==> config.mk <==
export PLATFORM = sky130hd
export DESIGN_NAME = error_queue_event_status
export DESIGN_NICKNAME = d
export VERILOG_FILES = /design/src/design/err_queue_pkg.sv /design/src/design/err_classifier.sv /design/src/design/err_entry_mem.sv /design/src/design/error_queue_event_status.sv
export VERILOG_INCLUDE_DIRS = /design/src /design/src/design
export SDC_FILE = /design/constraint.sdc
export NUM_CORES = 1
export LEC_CHECK = 0
export ABC_AREA = 1
export BUFFER_PORTS_ARGS = -buffer_cell sky130_fd_sc_hd__buf_4
export CAP_MARGIN = 20
export CORE_MARGIN = 8
export CORE_UTILIZATION = 55
export CTS_CLUSTER_DIAMETER = 40
export DETAILED_ROUTE_END_ITERATION = 10
export PLACE_DENSITY = 0.87
export SLEW_MARGIN = 25
export SYNTH_ARGS = -nofsm -noshare
export SYNTH_HDL_FRONTEND = slang
export SYNTH_HIERARCHICAL = 1
export SYNTH_SLANG_ARGS = --single-unit
==> constraint.sdc <==
create_clock -name clk_sys -period 3.9 [get_ports clk_sys]
set_input_delay 0.975 -clock clk_sys [delete_from_list [all_inputs] [get_ports clk_sys]]
set_output_delay 0.975 -clock clk_sys [all_outputs]
set_load 0.005 [all_outputs]
==> src/design/err_queue_cfg.svh <==
// Constants for the remote error queue and event status block
`ifndef ERR_QUEUE_CFG_SVH
`define ERR_QUEUE_CFG_SVH

`define EQ_DEPTH          30
`define EQ_CODE_W         16
`define EQ_DESC_W         8
`define EQ_CODE_NOERR     16'sh0000
`define EQ_CODE_OVERFLOW  -16'sd350
`define EQ_DESC_NOERR     8'h00
`define EQ_DESC_OVERFLOW  8'h01

// Register offsets of the plain register port
`define EQ_ADDR_W         4
`define EQ_REG_POP        4'h0
`define EQ_REG_DESC       4'h1
`define EQ_REG_COUNT      4'h2
`define EQ_REG_CLEAR      4'h3
`define EQ_REG_ESR        4'h4
`define EQ_REG_IRQ_STAT   4'h5
`define EQ_REG_IRQ_MASK   4'h6
`define EQ_REG_PANEL      4'h7

// Event status register bit positions
`define ESR_QUERY_BIT     2
`define ESR_DEVICE_BIT    3
`define ESR_EXEC_BIT      4
`define ESR_CMD_BIT       5

// Interrupt status bit positions
`define IRQ_ERR_BIT       0
`define IRQ_OVF_BIT       1
`define IRQ_W             2

`endif

==> src/design/err_queue_pkg.sv <==
// Types shared by the error queue files
`default_nettype none
package err_queue_pkg;
    typedef enum logic [2:0] {
        CLS_NONE,
        CLS_QUERY,
        CLS_DEVICE,
        CLS_EXEC,
        CLS_CMD
    } err_class_t;

    typedef struct packed {
        logic signed [15:0] code;
        logic [7:0]         desc;
    } err_entry_t;

    typedef struct packed {
        logic       wr;
        logic       rd;
        logic [3:0] addr;
        logic [31:0] wdata;
    } reg_req_t;
endpackage
`default_nettype wire

==> src/design/err_classifier.sv <==
// Maps an error code to exactly one error class
`default_nettype none
`include "err_queue_cfg.svh"
module err_classifier (
    input  wire logic signed [15:0]        code,
    output err_queue_pkg::err_class_t      errClass
);
    function automatic err_queue_pkg::err_class_t classify(input logic signed [15:0] c);
        // First match wins, so a code lands in one class only
        if (c >= -16'sd499 && c <= -16'sd400)
            return err_queue_pkg::CLS_QUERY;
        else if ((c >= -16'sd399 && c <= -16'sd300) || (c >= 16'sd201 && c <= 16'sd703)
                 || (c >= 16'sd800 && c <= 16'sd810))
            return err_queue_pkg::CLS_DEVICE;
        else if (c >= -16'sd299 && c <= -16'sd200)
            return err_queue_pkg::CLS_EXEC;
        else if (c >= -16'sd199 && c <= -16'sd100)
            return err_queue_pkg::CLS_CMD;
        else
            return err_queue_pkg::CLS_NONE;
    endfunction

    always_comb begin
        errClass = classify(code);
    end
endmodule
`default_nettype wire

==> src/design/err_entry_mem.sv <==
// Entry storage for the error queue, registered read data
`default_nettype none
`include "err_queue_cfg.svh"
module err_entry_mem #(
    parameter int DEPTH = `EQ_DEPTH,
    parameter int AW    = 5
) (
    input  wire logic                   clk_sys,
    input  wire logic                   wrEn,
    input  wire logic [AW-1:0]          wrAddr,
    input  wire err_queue_pkg::err_entry_t wrData,
    input  wire logic [AW-1:0]          rdAddr,
    output var  err_queue_pkg::err_entry_t rdData
);
    err_queue_pkg::err_entry_t mem [DEPTH];

    // No reset: contents are only read once the pointers say valid
    always_ff @(posedge clk_sys) begin
        if (wrEn) begin
            mem[wrAddr] <= wrData;
        end
        rdData <= mem[rdAddr];
    end
endmodule
`default_nettype wire

==> src/design/error_queue_event_status.sv <==
// Remote error queue with event status classes and interrupt
//
// Our own choices: the strobed register port and the placing of the registers.
`default_nettype none
`include "err_queue_cfg.svh"
module error_queue_event_status #(
    parameter int DEPTH    = `EQ_DEPTH,
    parameter int PERSIST_W = 4
) (
    input  wire logic                   clk_sys,
    input  wire logic                   rst,
    // Error source from the device's parser and execution logic
    input  wire logic                   errValid,
    input  wire logic signed [15:0]     errCode,
    input  wire logic [7:0]             errDesc,
    // Device conditions that must be re-reported while they persist
    input  wire logic [PERSIST_W-1:0]   persistCond,
    input  wire logic [PERSIST_W*16-1:0] persistCode,
    // Protocol events raised elsewhere in the device
    input  wire logic                   outputQueueEmptyRead,
    input  wire logic                   outputQueueLost,
    input  wire logic                   paramOutOfRange,
    input  wire logic                   execStateConflict,
    input  wire logic                   headerUnknown,
    // Register port
    input  wire logic [3:0]             regAddr,
    input  wire logic [31:0]            regWdata,
    input  wire logic                   regWr,
    input  wire logic                   regRd,
    output logic [31:0]                 regRdata,
    // Front panel side
    output logic                        panelErrValid,
    output err_queue_pkg::err_entry_t   panelErr,
    output logic                        panelIndicator,
    output logic                        irq
);
    localparam int AW = $clog2(DEPTH);
    localparam logic [AW-1:0] LAST = AW'(DEPTH - 1);

    typedef struct packed {
        logic [AW-1:0]         wrPtr;
        logic [AW-1:0]         rdPtr;
        logic [AW:0]           count;
        logic [7:0]            esr;
        logic [`IRQ_W-1:0]     irqStat;
        logic [`IRQ_W-1:0]     irqMask;
        logic [PERSIST_W-1:0]  persistPend;
        logic                  bypValid;
        err_queue_pkg::err_entry_t bypEntry;
        logic [31:0]           rdata;
        logic                  panelValid;
        err_queue_pkg::err_entry_t panelErr;
        logic                  panelInd;
        logic                  irq;
        err_queue_pkg::err_entry_t lastEntry;
    } state_t;

    state_t stateReg;
    state_t stateNext;

    // Pick one pending event per cycle: direct errors first
    err_queue_pkg::err_entry_t inEntry;
    logic                      inValid;
    logic [PERSIST_W-1:0]      persistTake;
    err_queue_pkg::err_entry_t memWrData;
    err_queue_pkg::err_entry_t headEntry;
    logic [AW-1:0]             rdAddrNext;
    logic [`IRQ_W-1:0]         irqSet;
    logic [`IRQ_W-1:0]         irqClr;

    err_queue_pkg::err_class_t inClass;
    err_queue_pkg::err_entry_t memRd;
    logic                      memWr;
    logic [AW-1:0]             memWrAddr;
    logic                      rdHit;
    logic                      clrHit;

    err_classifier u_classifier (
        .code     (memWrData.code),
        .errClass (inClass)
    );

    err_entry_mem #(.DEPTH(DEPTH), .AW(AW)) u_mem (
        .clk_sys (clk_sys),
        .wrEn    (memWr),
        .wrAddr  (memWrAddr),
        .wrData  (memWrData),
        .rdAddr  (rdAddrNext),
        .rdData  (memRd)
    );

    function automatic logic [AW-1:0] ptrInc(input logic [AW-1:0] p);
        return (p == LAST) ? '0 : p + 1'b1;
    endfunction

    function automatic logic [AW-1:0] ptrDec(input logic [AW-1:0] p);
        return (p == '0) ? LAST : p - 1'b1;
    endfunction

    assign rdHit  = regRd && regAddr == `EQ_REG_POP;
    assign clrHit = regWr && regAddr == `EQ_REG_CLEAR;

    // Memory reads ahead at the next head, so the popped code can leave a flop
    assign rdAddrNext = stateNext.rdPtr;
    // A write into the head slot at the same edge is not yet in the read data
    assign headEntry  = stateReg.bypValid ? stateReg.bypEntry : memRd;

    always_comb begin
        inEntry     = '0;
        inValid     = 1'b0;
        persistTake = '0;
        if (errValid) begin
            inEntry = '{code: errCode, desc: errDesc};
            inValid = 1'b1;
        end else if (outputQueueEmptyRead || outputQueueLost) begin
            inEntry = '{code: -16'sd410, desc: 8'h10};
            inValid = 1'b1;
        end else if (paramOutOfRange || execStateConflict) begin
            inEntry = '{code: -16'sd222, desc: 8'h20};
            inValid = 1'b1;
        end else if (headerUnknown) begin
            inEntry = '{code: -16'sd113, desc: 8'h30};
            inValid = 1'b1;
        end else begin
            for (int i = 0; i < PERSIST_W; i++) begin
                if (!inValid && stateReg.persistPend[i]) begin
                    inEntry     = '{code: persistCode[i*16 +: 16], desc: 8'h40};
                    inValid     = 1'b1;
                    persistTake = PERSIST_W'(1) << i;
                end
            end
        end
    end

    // Full queue: newest slot is overwritten rather than pushed
    always_comb begin
        memWr     = 1'b0;
        memWrAddr = stateReg.wrPtr;
        memWrData = inEntry;
        if (inValid && !clrHit) begin
            memWr = 1'b1;
            if (stateReg.count == (AW+1)'(DEPTH)) begin
                memWrAddr = ptrDec(stateReg.wrPtr);
                memWrData = '{code: `EQ_CODE_OVERFLOW, desc: `EQ_DESC_OVERFLOW};
            end
        end
    end

    always_comb begin
        stateNext        = stateReg;
        irqSet           = '0;
        irqClr           = '0;
        stateNext.persistPend = stateReg.persistPend & ~persistTake;
        if (inValid && !clrHit) begin
            if (stateReg.count == (AW+1)'(DEPTH)) begin
                irqSet[`IRQ_OVF_BIT] = 1'b1;
            end else begin
                stateNext.wrPtr = ptrInc(stateReg.wrPtr);
                stateNext.count = stateReg.count + 1'b1;
            end
            unique case (inClass)
                err_queue_pkg::CLS_QUERY:  stateNext.esr[`ESR_QUERY_BIT]  = 1'b1;
                err_queue_pkg::CLS_DEVICE: stateNext.esr[`ESR_DEVICE_BIT] = 1'b1;
                err_queue_pkg::CLS_EXEC:   stateNext.esr[`ESR_EXEC_BIT]   = 1'b1;
                err_queue_pkg::CLS_CMD:    stateNext.esr[`ESR_CMD_BIT]    = 1'b1;
                err_queue_pkg::CLS_NONE:   ;
            endcase
            irqSet[`IRQ_ERR_BIT] = 1'b1;
            stateNext.panelInd = 1'b1;
        end
        // Panel queue gets every error; it is drained elsewhere
        stateNext.panelValid = inValid;
        stateNext.panelErr   = inEntry;
        if (rdHit) begin
            stateNext.panelInd = 1'b0;
            if (stateReg.count != '0) begin
                stateNext.lastEntry = headEntry;
                // A simultaneous push only adds; the pop still takes the oldest
                stateNext.rdPtr     = ptrInc(stateReg.rdPtr);
                stateNext.count     = stateNext.count - 1'b1;
            end else begin
                stateNext.lastEntry = '{code: `EQ_CODE_NOERR, desc: `EQ_DESC_NOERR};
            end
        end
        if (clrHit) begin
            stateNext.wrPtr  = '0;
            stateNext.rdPtr  = '0;
            stateNext.count  = '0;
            stateNext.esr    = '0;
            stateNext.panelInd = 1'b0;
            stateNext.persistPend = persistCond;
        end
        stateNext.bypValid = memWr && memWrAddr == stateNext.rdPtr;
        stateNext.bypEntry = memWrData;
        if (regWr) begin
            unique case (regAddr)
                `EQ_REG_IRQ_STAT: irqClr = regWdata[`IRQ_W-1:0];
                `EQ_REG_IRQ_MASK: stateNext.irqMask = regWdata[`IRQ_W-1:0];
                default: ;
            endcase
        end
        // Set wins over a clear in the same cycle, so no event is lost
        stateNext.irqStat = (stateReg.irqStat & ~irqClr) | irqSet;
        stateNext.rdata = '0;
        if (regRd) begin
            unique case (regAddr)
                `EQ_REG_POP:      stateNext.rdata = (stateReg.count != '0)
                    ? {{16{headEntry.code[15]}}, headEntry.code}
                    : {16'h0000, `EQ_CODE_NOERR};
                `EQ_REG_DESC:     stateNext.rdata = {24'h0, stateReg.lastEntry.desc};
                `EQ_REG_COUNT:    stateNext.rdata = 32'(stateReg.count);
                `EQ_REG_ESR:      stateNext.rdata = {24'h0, stateReg.esr};
                `EQ_REG_IRQ_STAT: stateNext.rdata = 32'(stateReg.irqStat);
                `EQ_REG_IRQ_MASK: stateNext.rdata = 32'(stateReg.irqMask);
                `EQ_REG_PANEL:    stateNext.rdata = {31'h0, stateReg.panelInd};
                default:          stateNext.rdata = '0;
            endcase
        end
        stateNext.irq = |(stateNext.irqStat & stateNext.irqMask);
    end

    always_ff @(posedge clk_sys or posedge rst) begin
        if (rst) begin
            stateReg <= '0;
        end else begin
            stateReg <= stateNext;
        end
    end

    assign regRdata       = stateReg.rdata;
    assign panelErrValid  = stateReg.panelValid;
    assign panelErr       = stateReg.panelErr;
    assign panelIndicator = stateReg.panelInd;
    assign irq            = stateReg.irq;
endmodule
`default_nettype wire

==> flow_metrics.tcl <==
set metrics [dict create \
    status "completed" \
    reg2reg_to "u_mem/mem[13][2]" \
    yosys-top-cells-area "edfxtp_1 60%, nand2_1 13%, nand3_1 8.0%" \
    drc_errors 0 \
    clk_latency_ns 0.66 \
    timing.hold.worst.class "reg2reg" \
    drtPass1Iterations 6 \
    clock_sink_count 848 \
    grt_usage 0.274 \
    post_cts_setup_repair_bufs 0 \
    timing.hold.worst_endpoint "regRdata[14]" \
    final_common_cell "nand2_1" \
    die_wd_um 273 \
    synth_nets 3522 \
    initial_core_util 0.554 \
    synthCells 3375 \
    worst_setup_path_start_kind "flop" \
    ys_ff_latch 848 \
    maximum_buffer_depth_of_the_clock_tree 3 \
    wire_per_inst_um 23.6 \
    post-synth-top-area-cell "edfxtp_1" \
    final-instance-count-excl-fill 4472 \
    rrSetupSlack_ns 0.36 \
    grt_first_pass_wirelength_um 157000 \
    route.detailed.vias_per_inst 6.19 \
    synth_flop_cell "edfxtp_1" \
    timing.final.crit_period_ns 3.54 \
    grt_antenna_before_repair 3 \
    finalCritPeriodShare 0.907 \
    layout_common_cells "1209 x nand2_1, 720 x edfxtp_1, 584 x nand3_1, 230 x buf_4, 137 x inv_1" \
    slew_headroom 0.464 \
    floorplan.io_pins 197 \
    timing.final.hold_violations 0 \
    fin_skew_ns 0.0228 \
    timing.fmax_mhz 283 \
    cts_made_buffers 97 \
    clkSlewWorstSetupHoldPaths_ns 0.06 \
    die_area_mm2 0.0745 \
    yosysWarningCount 6 \
    fp.dieH_um 273 \
    grt_start_max_net_pins 77 \
    grt_pass1_vias 27400 \
    synth-edff-count 720 \
    detailedPlacementHpwl_um 57500 \
    fp-row-count 94 \
    cts_tree "built" \
    critPathCaptureType "flop" \
    first_iter_violations 4448 \
    seq_area_frac_synth 0.680 \
    post_cts.resized_instances 0 \
    min-delay-start "u_mem/rdData[22]" \
    power-per-cell-area_mw_per_mm2 691 \
    area_growth_pct 16.1 \
    worst_pin_slew_ns 0.803 \
    worst_ir_drop_vdd_v 0.000474 \
    rsz0062_at_grt "false" \
    critical_path_arrival_ns 3.88 \
    finalSetupViolations 0 \
    drive_above_1_share 0.149 \
    hold-path-cell-count 2 \
    ant_nets 0 \
    placeableCoreArea_mm2 0.0655 \
    final.setup.tns_ns 0 \
    final-max-slew-violation-count 0 \
    postCtsHoldBufs 0 \
    synth_cell_type_count 56 \
    io_buffer_count 166 \
    overflow 0 \
    yosys.area.top_type_share 0.595 \
    worstRegToRegCells 14 \
    syn-mean-instance-area_um2 10.8 \
    post_synth_instance_area_mm2 0.0363 \
    vias 27700 \
    worst-endpoint-required_ns 4.24 \
    asyncSetResetFlopFracSynth 0.123 \
    cts_root_cell "clkbuf_16" \
    worstPathMaxFanout 24 \
    static_leak_nw 16.8 \
    drt-total-wl_um 106000 \
    worstReg2RegStart "stateReg[124]" \
    place.gp.congestion 0.913 \
    maxCapViolCount 0 \
    finalNetCount 3671 \
    ctsHtreeMaxLevel 3 \
    setup.worst_path.class "reg2reg" \
    post-place-cells 4289 \
]
-- metal layers --
layer,vias to the layer above,global-route usage,wire length (um),share of wire
li1,11800,-,-,-
met1,13000,0.328,34500,0.33
met2,2381,0.445,50100,0.47
met3,531,0.0652,13900,0.13
met4,0,0.172,7050,0.067
met5,-,0,0,0
-- worst max-delay path by stage --
stage,start,endpoint
2_1_floorplan,headerUnknown,stateReg[121]
3_3_place_gp,execStateConflict,stateReg[118]
3_5_place_dp,execStateConflict,stateReg[121]
4_1_cts,stateReg[124],stateReg[118]
5_1_grt,stateReg[124],stateReg[118]
6_report,stateReg[124],u_mem/mem[13][2]
-- stage by stage --
stage          cell area (um^2)  setup WS, ns   util  total power, mW  hold slack, ns
2_1_floorplan             36300        0.0548      -             16.7           0.421
3_3_place_gp              38800        0.0781  0.592             18.9           0.433
3_5_place_dp              38800        0.0705  0.592             19.3           0.439
4_1_cts                   42100         0.421  0.643             28.9           0.439
5_1_grt                   42100         0.165  0.643             30.1           0.455
6_report                  42100         0.363  0.643             29.1           0.443
-- area by class of cell --
cell class              instances  area, um^2
multi-input cells            2146        9680
clock buffers                 114        2530
repair buffers                280        2730
well taps                     864        1080
clock inverters                68         830
fillers                      4259       23400
flip-flops and latches        848       24700
inverters                     151         593
diodes                          1        2.50
-- cells in the mapped netlist, types with 9 or more instances --
master    number
nand2_1     1210
edfxtp_1     720
nand3_1      584
inv_1        140
nor2_1       118
dfrtp_1      104
buf_2         85
buf_4         77
a21oi_1       46
o21ai_0       44
clkbuf_1      29
buf_6         28
dfxtp_1       24
a22o_1        14
nand4_1       14
o22ai_1       11
a31oi_1       10
buf_1         10
ha_1           9
-- state kept, by name, indices dropped and copies added, names as in the netlist --
register	cells
panelIndicator	1
panelErrValid	1
u_mem/rdData	24
stateReg	61
regRdata	16
irq	1
panelErr	24
u_mem/mem	720
-- worst max-delay path: stages (launching register included) --
cell     delay [ns]
dfrtp_1        0.44
inv_1          0.21
ha_1           0.20
nand3_2        0.11
nor2_4         0.24
inv_2          0.11
nor2_4         0.17
nand2_4        0.07
buf_4          0.18
nand2_1        0.08
nand2_1        0.13
inv_1          0.10
nand3_1        0.50
nor2_2         0.38
buf_12         0.27
-- power by group --
part           internal [mW]  switching (mW)
Sequential              11.3           0.453
Combinational           2.27            5.73
Clock                   5.50            3.89
-- cell families after synthesis --
kind of cell / Yosys count / share of synthesized area
DFF: 848 / 0.680
muxes: 5 / 0.00138
xor gates and xnor gates: 5 / 0.00121
buffers and inverters: 381 / 0.0567
and+or+nand+nor: 1971 / 0.231
adders and majority gates: 9 / 0.00310
AOI/OAI and AO/OA: 156 / 0.0262
Note: power is estimated with default switching activity, not from simulation.
